**src/common/led_status_defs.vh**
```
// timing and pattern code definitions for the status indicator driver
`ifndef LED_STATUS_DEFS_VH
`define LED_STATUS_DEFS_VH

// clock rate and tick period
`define CLK_HZ          20000000
`define TICK_NS         1000000
`define CLK_PERIOD_NS   50
// pattern times in milliseconds
`define BLINK_HALF_MS   11'h0c8
`define FLICKER_HALF_MS 11'h032
`define FLASH_ON_MS     11'h0c8
`define FLASH_GAP_MS    11'h0c8
`define FLASH_LONG_MS   11'h3e8

// pattern select codes
`define PAT_OFF     3'h0
`define PAT_ON      3'h1
`define PAT_BLINK   3'h2
`define PAT_FLICKER 3'h3
`define PAT_SINGLE  3'h4
`define PAT_DOUBLE  3'h5
`define PAT_TRIPLE  3'h6

`endif

```
**src/rtl/led_status_driver.v**
```verilog
// three status indicator pattern generator for a bus-to-CAN adapter
// Behaviour
// - blink is 2.5 Hz, equal on and off
// - flicker is 10 Hz, equal on and off
// - single flash 200 ms on, 1000 ms off
// - double flash, 200 ms gap, 1000 ms off
// - triple flash, 200 ms gaps, 1000 ms off
// - steady on and off have no modulation
// - yellow off until enumerated, then on
// - green blink init, single closed, on open
// - green flickers in listen-only, no transmit
// - red off without error, blink on config error
// - red single flash at error warning level
// - red steady on while bus-off
// - reset shows yellow on, green on, red off
`timescale 1ns/1ps
`include "led_status_defs.vh"

module led_status_driver
#(
  parameter TICK_CYCLES = `TICK_NS / `CLK_PERIOD_NS
)
(
  // clock, reset and enable
  input  wire sys_clk_i,
  input  wire rst_i,
  input  wire clk_en_i,
  // host and channel status
  input  wire enumerated_i,
  input  wire channel_initialised_i,
  input  wire channel_closed_i,
  input  wire channel_open_i,
  input  wire listen_only_i,
  // controller error status
  input  wire config_error_i,
  input  wire error_warning_i,
  input  wire bus_off_i,
  // indicators and transmit gate
  output reg  led_yellow_o,
  output reg  led_green_o,
  output reg  led_red_o,
  output wire tx_inhibit_o
);

  reg  [19:0] presc_reg;
  reg         tick_reg;
  reg  [2:0]  green_sel;
  reg  [2:0]  red_sel;
  wire        green_lit;
  wire        red_lit;

  // millisecond tick from the system clock
  always @(posedge sys_clk_i)
  begin
    if (rst_i)
    begin
      presc_reg <= 20'h0_0000;
      tick_reg  <= 1'b0;
    end
    else if (clk_en_i)
    begin
      if (presc_reg == TICK_CYCLES - 1)
      begin
        presc_reg <= 20'h0_0000;
        tick_reg  <= 1'b1;
      end
      else
      begin
        presc_reg <= presc_reg + 20'h0_0001;
        tick_reg  <= 1'b0;
      end
    end
  end

  // green selection from channel state
  always @*
  begin
    if (channel_open_i && listen_only_i)
      green_sel = `PAT_FLICKER;
    else if (channel_open_i)
      green_sel = `PAT_ON;
    else if (channel_initialised_i)
      green_sel = `PAT_BLINK;
    else
      green_sel = `PAT_SINGLE;
  end

  // red selection, most severe first
  always @*
  begin
    if (bus_off_i)
      red_sel = `PAT_ON;
    else if (error_warning_i)
      red_sel = `PAT_SINGLE;
    else if (config_error_i)
      red_sel = `PAT_BLINK;
    else
      red_sel = `PAT_OFF;
  end

  // listen-only keeps the controller from sending frames
  assign tx_inhibit_o = channel_open_i & listen_only_i;

  led_pattern_gen u_green
  (
    .sys_clk_i (sys_clk_i),
    .rst_i     (rst_i),
    .clk_en_i  (clk_en_i),
    .tick_i    (tick_reg),
    .sel_i     (green_sel),
    .lit_o     (green_lit)
  );

  led_pattern_gen u_red
  (
    .sys_clk_i (sys_clk_i),
    .rst_i     (rst_i),
    .clk_en_i  (clk_en_i),
    .tick_i    (tick_reg),
    .sel_i     (red_sel),
    .lit_o     (red_lit)
  );

  // registered indicator outputs
  always @(posedge sys_clk_i)
  begin
    if (rst_i)
    begin
      led_yellow_o <= 1'b1;
      led_green_o  <= 1'b1;
      led_red_o    <= 1'b0;
    end
    else if (clk_en_i)
    begin
      led_yellow_o <= enumerated_i;
      led_green_o  <= green_lit;
      led_red_o    <= red_lit;
    end
  end

endmodule

// one indicator pattern sequencer, counts in millisecond ticks
module led_pattern_gen
(
  // clock, reset and enable
  input  wire       sys_clk_i,
  input  wire       rst_i,
  input  wire       clk_en_i,
  // time base and pattern
  input  wire       tick_i,
  input  wire [2:0] sel_i,
  // lamp level
  output wire       lit_o
);

  reg  [2:0]  sel_reg;
  reg  [10:0] ms_reg;
  reg  [2:0]  phase_reg;
  reg         lit_reg;
  reg  [10:0] len;
  reg  [2:0]  last_phase;

  // phase length and index of the last phase for the pattern
  always @*
  begin
    len        = `FLASH_LONG_MS;
    last_phase = 3'h0;
    case (sel_i)
      `PAT_BLINK:
      begin
        len        = `BLINK_HALF_MS;
        last_phase = 3'h1;
      end
      `PAT_FLICKER:
      begin
        len        = `FLICKER_HALF_MS;
        last_phase = 3'h1;
      end
      `PAT_SINGLE, `PAT_DOUBLE, `PAT_TRIPLE:
      begin
        // even phases lit, odd gaps, the final phase is the long off
        len        = phase_reg[0] ? `FLASH_GAP_MS : `FLASH_ON_MS;
        last_phase = {sel_i[1:0], 1'b0} - 3'h1 + 3'h2;
        if (phase_reg == last_phase)
          len = `FLASH_LONG_MS;
      end
      default:
      begin
        len        = `FLASH_LONG_MS;
        last_phase = 3'h0;
      end
    endcase
  end

  // sequence through phases, restart when the pattern changes
  always @(posedge sys_clk_i)
  begin
    if (rst_i)
    begin
      // start from the current selection so no false lamp pulse follows
      sel_reg   <= sel_i;
      ms_reg    <= 11'h000;
      phase_reg <= 3'h0;
      lit_reg   <= (sel_i != `PAT_OFF);
    end
    else if (clk_en_i)
    begin
      sel_reg <= sel_i;
      if (sel_i != sel_reg)
      begin
        ms_reg    <= 11'h000;
        phase_reg <= 3'h0;
        lit_reg   <= (sel_i != `PAT_OFF);
      end
      else if (sel_i == `PAT_ON || sel_i == `PAT_OFF)
        lit_reg <= (sel_i == `PAT_ON);
      else if (tick_i)
      begin
        if (ms_reg == len - 11'h001)
        begin
          ms_reg <= 11'h000;
          if (phase_reg == last_phase)
          begin
            phase_reg <= 3'h0;
            lit_reg   <= 1'b1;
          end
          else
          begin
            phase_reg <= phase_reg + 3'h1;
            lit_reg   <= phase_reg[0]; // next phase even means lit
          end
        end
        else
          ms_reg <= ms_reg + 11'h001;
      end
    end
  end

  assign lit_o = lit_reg;

endmodule

```
**config.mk**
```make
export PLATFORM = sky130hd
export DESIGN_NAME = led_status_driver
export DESIGN_NICKNAME = d
export VERILOG_FILES = /design/src/rtl/led_status_driver.v
export VERILOG_INCLUDE_DIRS = /design/src /design/src/common
export SDC_FILE = /design/constraint.sdc
export NUM_CORES = 1
export LEC_CHECK = 0
export BUFFER_PORTS_ARGS = -buffer_cell sky130_fd_sc_hd__buf_2
export CAP_MARGIN = 20
export CORE_MARGIN = 4
export CORE_UTILIZATION = 45
export DETAILED_ROUTE_END_ITERATION = 6
export REMOVE_ABC_BUFFERS = 1
export SLEW_MARGIN = 15
export SYNTH_ARGS = -nofsm -noshare
export SYNTH_HDL_FRONTEND = slang
export SYNTH_SLANG_ARGS = --single-unit
```
**constraint.sdc**
```tcl
create_clock -name sys_clk_i -period 3.01 [get_ports sys_clk_i]
set_clock_uncertainty 0.15 [all_clocks]
set_input_delay 0.602 -clock sys_clk_i [delete_from_list [all_inputs] [get_ports sys_clk_i]]
set_output_delay 0.602 -clock sys_clk_i [all_outputs]
set_load 0.01 [all_outputs]
```
==> results of run 1 <==
cell type report:
type | count | area [um2] | share of cell area
inverters | 10 | 37.5 | 0.0105
multi-input cells | 279 | 1820 | 0.510
clock inverters | 5 | 56.3 | 0.0158
well taps | 96 | 120 | 0.0336
flip-flops and latches | 60 | 1280 | 0.358
repair buffers | 17 | 95.1 | 0.0266
clock buffers | 11 | 163 | 0.0455
path summary, 6_finish.rpt:
kind,end,slack [ns],cells after the start
worst max register to register,presc_reg[7],0.54,7
worst max-delay path,presc_reg[7],0.54,7
worst min-delay path,led_yellow_o,0.32,2
worst min register to register,led_yellow_o,0.32,2
where the power goes:
part | total (W) | switching (W) | internal (W) | leakage, nW
combinational | 0.000141 | 0.0000842 | 0.0000566 | 0.722
sequential | 0.000848 | 0.0000166 | 0.000831 | 0.499
clock | 0.000781 | 0.000326 | 0.000455 | 0.111
stage by stage:
step / util / instances / cell area [um2] / hold WS, ns / power, W
6_report: 0.518 / 478 / 3570 / 0.319 / 0.00177
5_1_grt: 0.518 / 478 / 3570 / 0.317 / 0.00186
4_1_cts: 0.518 / 478 / 3570 / 0.307 / 0.00181
3_5_place_dp: 0.486 / 462 / 3360 / 0.306 / 0.00101
3_3_place_gp: 0.486 / 462 / 3360 / 0.299 / 0.00101
2_1_floorplan: - / 349 / 3140 / 0.286 / 0.000959
cells in the final DEF, fill, tap and decap left out, types with 3 or more instances in the layout:
master / instances
nand4_1: 7
nand2b_1: 4
conb_1: 4
nor2_1: 58
edfxtp_1: 8
nand3_1: 29
buf_2: 13
buf_4: 4
ha_1: 9
and2_1: 7
and4_1: 3
or3_1: 4
o21ai_0: 6
nor3_1: 3
inv_1: 10
nand2_1: 25
xnor2_1: 14
a21oi_1: 9
and3_1: 9
mux2i_1: 7
dfxtp_1: 52
clkbuf_8: 10
xor2_1: 33
nor4_1: 5
logic make-up (layout without fill, tap and decap cells):
family	Yosys count	count (layout)	share of synthesized area
AOI/OAI and AO/OA	37	37	0.0846
xor gates and xnor gates	47	47	0.127
adders and majority gates	9	9	0.0347
buffers and inverters	23	43	0.0448
DFF	60	60	0.395
muxes	8	8	0.0259
other	2	4	0.00232
and+or+nand+nor	174	174	0.285
per-layer routing:
layer	vias to the layer above	track usage	wire length (um)
met2	36	0.227	2520
met5	-	0	0
li1	1286	-	-
met1	1127	0.220	3130
met4	0	0.0403	34
met3	4	0.0487	215
worst register-to-register path: cells and delay by family (launching register included):
kind,cells,cell delay (ns)
fa+ha+maj,1,0.23
simple gates,5,1.35
flops,1,0.40
buf+inv,1,0.24
==> flow_summary.yaml, run 1 <==
setup_path:
  critical_path.slowest_cell: "or4b_1"
  critPathCaptureType: "flop"
  critPathLaunchType: "flop"
  worstPathMaxFanout: 10
  worstPathCellList: "ha_1 > or4b_1 > nor4_1 > nand2_1 > nand2_1 > buf_4 > nor2_1"
  cp_num_buf_inv: 1
  rr_startpoint: "presc_reg[0]"
  critical_path_required_ns: 3.09
  cpMostUsedCell: "nand2_1"
  path_class: "flop to flop"
  slowest_delay_ns: 0.44
  cp_top_family: "simple AND/OR/NAND/NOR gates"
  crit_arrival_ns: 2.55
  critPathLaunch: "presc_reg[0]"
routing:
  dr.pass1.iters: 4
  vias: 2453
  drc: 0
  drt-total-wl_um: 5900
  detail_route.vias_per_cell: 5.13
  routedWlPerCell_um: 12.3
  dr.first_iter.drc_count: 93
  antenna_left: 0
synthesis:
  ys_async_sr_fraction: 0
  yosysMostFrequentCell: "nor2_1"
  ys_types: 61
  synth_ff_type: "dfxtp_1"
  synthTopCellsByCount: "58 x nor2_1, 52 x dfxtp_1, 33 x xor2_1"
  syn_area_mm2: 0.00324
  syn_inst: 360
  ys_ff_latch: 60
  post-synth-top-area-cell: "dfxtp_1"
  synth_edf_count: 8
  synth.top_cell.area_share: 0.321
  ys_warn_count: 0
  syn_avg_cell_area_um2: 9.00
  yosys-top-cells-area: "dfxtp_1 32%, xor2_1 8.9%, edfxtp_1 7.4%"
  ys_seq_area_frac: 0.395
clock_network:
  numCtsBuffers: 9
  hold_buffers: 0
  cts_tree: "done"
  clk_pin_slew_ns: 0.07
  clockBufferDepth: 2
  postCtsSetupBuffers: 0
  insertion_delay_ns: 0.33
  cts_root_buf: "clkbuf_8"
  htreeDepth: 3
  cts_sinks: 60
  cts_resized: 0
layout:
  nets: 397
  largest_reg_flops: 20
  fill_cells: 674
  area_growth_pct: 10.3
  drive_above_1_share: 0.128
  num_antenna_cells: 0
sta:
  post-route-period-util: 0.821
  maxSlewHeadroom: 0.562
  fin_crit_ns: 2.47
  worst_pin_slew_ns: 0.653
  fmax_mhz: 405
  tns_ns: 0
  setup_viol: 0
  rsz0062_at_grt: "false"
  hold_viol: 0
  setup_ws_ns: 0.539
  drv_slew: 0
place:
  io_buffer_count: 13
  hpwlAfterDp_um: 4200
  place_congestion: 0.785
  dpl_worst_slack_ns: 0.209
floorplanning:
  rows: 30
  dieArea_mm2: 0.00862
  fp.dieW_um: 92.9
  core_mm2: 0.00691
  initial_utilization: 0.469
  io_pins: 15
  die_h_um: 92.9
power:
  ir_drop_mv: 0.339
  power.leakage_nw: 1.33
  powerDensity_mw_per_mm2: 495
hold_path:
  min-delay-start: "led_yellow_o"
  hold_class: "flop to flop"
global_route:
  antenna_found_initial: 0
  gr-total-overflow: 0
  grt_pass1_wl_um: 10800
  grt_usage: 0.155
  grt_max_degree: 21
  grt_pass1_vias: 2284
job:
  cap_violations: 0
status:
  outcome: "finished, final reports clean"
No activity file was read; power rests on OpenSTA's default activity.
==> inputs of run 2 (changes only) <==
- ABC_AREA: default -> 1
- clock period: 3.01 -> 2.2 ns (I/O delays scaled with it)
==> run 2 against run 1 <==
  * Non-clock buffer count is 6 higher
  * Total power rose by 35%
  * Synthesized area rose by 5.8%
  * Sequential power increased by 39%
  * Critical path depth up 7
  * Die area increased by 5.3%
  * Final area rose by 7.0%
  * Register-to-register slack lost 0.23 ns
  * Synthesized cell count increased by 40%
  * Routed wire length rose by 20%
  * Clock-buffer cell count is 2 higher
  * Combinational power increased by 130%
  * Largest cell class unchanged
==> flow_summary.yaml, run 2 <==
routing:
  drc: 0
  wl_met1_um: 3550
  dr.first_iter.drc_count: 112
  dr.pass1.iters: 4
  routedWlPerCell_um: 11.2
  met3_length_um: 218
  antenna_left: 0
  route.met2.wl_um: 3270
  highest_layer: "met4"
  drt-total-wl_um: 7100
  vias: 3044
  detail_route.vias_per_cell: 4.80
place:
  place_congestion: 0.829
  dpl_worst_slack_ns: -0.116
  io_buffer_count: 13
  hpwlAfterDp_um: 5220
  placedCellCount: 619
sta:
  post-route-period-util: 0.887
  fin_crit_ns: 1.95
  worst_pin_slew_ns: 0.633
  fmax_mhz: 512
  hold_viol: 0
  maxSlewHeadroom: 0.578
  setup_viol: 0
  drv_slew: 0
  rsz0062_at_grt: "false"
  setup_ws_ns: 0.248
clock_network:
  cts_resized: 0
  clk_pin_slew_ns: 0.07
  cts_root_buf: "clkbuf_8"
  cts_sinks: 60
  cts_tree: "done"
  postCtsSetupBuffers: 0
  hold_buffers: 0
  numCtsBuffers: 9
  clockBufferDepth: 2
  htreeDepth: 3
  insertion_delay_ns: 0.34
setup_path:
  critPathLaunchType: "primary input"
  cp_num_buf_inv: 2
  critPathLaunch: "channel_open_i"
  cpMostUsedCell: "nand2_1"
  slowest_delay_ns: 0.28
  critical_path.slowest_cell: "ha_1"
  path_class: "primary input to flop"
  worstPathCellList: "buf_2 > nand2_1 > inv_1 > ha_1 > or2_2 > nand3_1 > nor2_1 > nand2_1 > nor2_1 > nand3_1 > nand2_1 > nand2_4 > nand2_4 > nor3_1"
  rr_startpoint: "u_red.ms_reg[0]"
  cp_top_family: "simple AND/OR/NAND/NOR gates"
  worstPathMaxFanout: 8
  critical_path_required_ns: 2.31
  crit_arrival_ns: 2.06
  critPathCaptureType: "flop"
layout:
  num_antenna_cells: 0
  postLayoutCoreUtil: 0.522
  most-common-layout-cells: "118 x nand2_1, 79 x nor2_1, 60 x inv_1"
  fin_cells: 634
  layout_commonest_cell: "nand2_1"
  largest_reg_flops: 20
  area_growth_pct: 11.6
  nets: 551
  drive_above_1_share: 0.120
synthesis:
  yosys-top-cells-area: "dfxtp_1 30%, nand2_1 13%, nor2_1 8.6%"
  ys_ff_latch: 60
  post-synth-top-area-cell: "dfxtp_1"
  ys_warn_count: 0
  synth_edf_count: 8
  yosysMostFrequentCell: "nand2_1"
  syn_inst: 503
  ys_seq_area_frac: 0.374
  synth.top_cell.area_share: 0.304
  syn_area_mm2: 0.00343
  syn_avg_cell_area_um2: 6.82
  synthTopCellsByCount: "118 x nand2_1, 79 x nor2_1, 60 x inv_1"
  ys_types: 33
  ys_async_sr_fraction: 0
  synth_ff_type: "dfxtp_1"
power:
  ir_drop_mv: 0.361
  power.total_w: 0.00239
  power.leakage_nw: 1.66
  powerDensity_mw_per_mm2: 625
global_route:
  gr-total-overflow: 0
  antenna_found_initial: 0
  grt_pass1_wl_um: 12500
  grt_pass1_vias: 2859
  grt_max_degree: 18
  grt_usage: 0.175
hold_path:
  hold_class: "primary input to flop"
  min-delay-start: "bus_off_i"
floorplanning:
  fp.dieW_um: 95.3
  dieArea_mm2: 0.00908
  core_mm2: 0.00733
  die_h_um: 95.3
  io_pins: 15
  rows: 31
  initial_utilization: 0.468
job:
  cap_violations: 0
status:
  outcome: "finished, final reports clean"
==> run 2: layout make-up <==
cell class                 count  area [um2]
clock buffer                  13         159
clock inverter                 2        10.0
timing repair buffer          23         140
multi-input combinational    370        1860
sequential                    60        1280
fill                         757        3510
tap                           99         124
inverter                      67         254
==> run 2: worst paths after layout <==
path,end,slack (ns),depth (start not counted)
max,u_green.ms_reg[6],0.25,14
min,u_red.sel_reg[0],0.16,1
max reg2reg,u_red.ms_reg[2],0.31,9
min reg2reg,led_green_o,0.30,2
==> run 2: metrics by stage <==
step	instance area [um2]	TNS [ns]	hold WS [ns]
3_3_place_gp	3660	-0.130	0.295
6_report	3820	0	0.163
3_5_place_dp	3660	-0.599	0.297
5_1_grt	3820	0	0.158
4_1_cts	3820	0	0.148
2_1_floorplan	3390	0	0.285
==> run 2: logic make-up after synthesis <==
logic type	Yosys count	share of synthesized area
AO/OA/AOI/OAI	40	0.0620
XOR/XNOR	21	0.0558
adder cells (fa/ha/maj)	9	0.0328
buffers and inverters	75	0.0869
flip-flops	60	0.374
other	2	0.00219
AND/OR/NAND/NOR	296	0.386
==> run 2: per-layer routing <==
| layer | vias to the layer above | global-route usage |
|---|---|---|
| li1 | 1648 | - |
| met1 | 1362 | 0.229 |
| met2 | 28 | 0.282 |
| met3 | 6 | 0.0426 |
| met4 | 0 | 0.0553 |
| met5 | - | 0 |
==> run 2: where the power goes <==
| group | internal (W) | leakage [nW] | total [W] | switching [W] |
|---|---|---|---|---|
| Combinational | 0.000116 | 1.07 | 0.000325 | 0.000210 |
| Sequential | 0.00115 | 0.500 | 0.00118 | 0.0000295 |
| Clock | 0.000461 | 0.0893 | 0.000885 | 0.000424 |
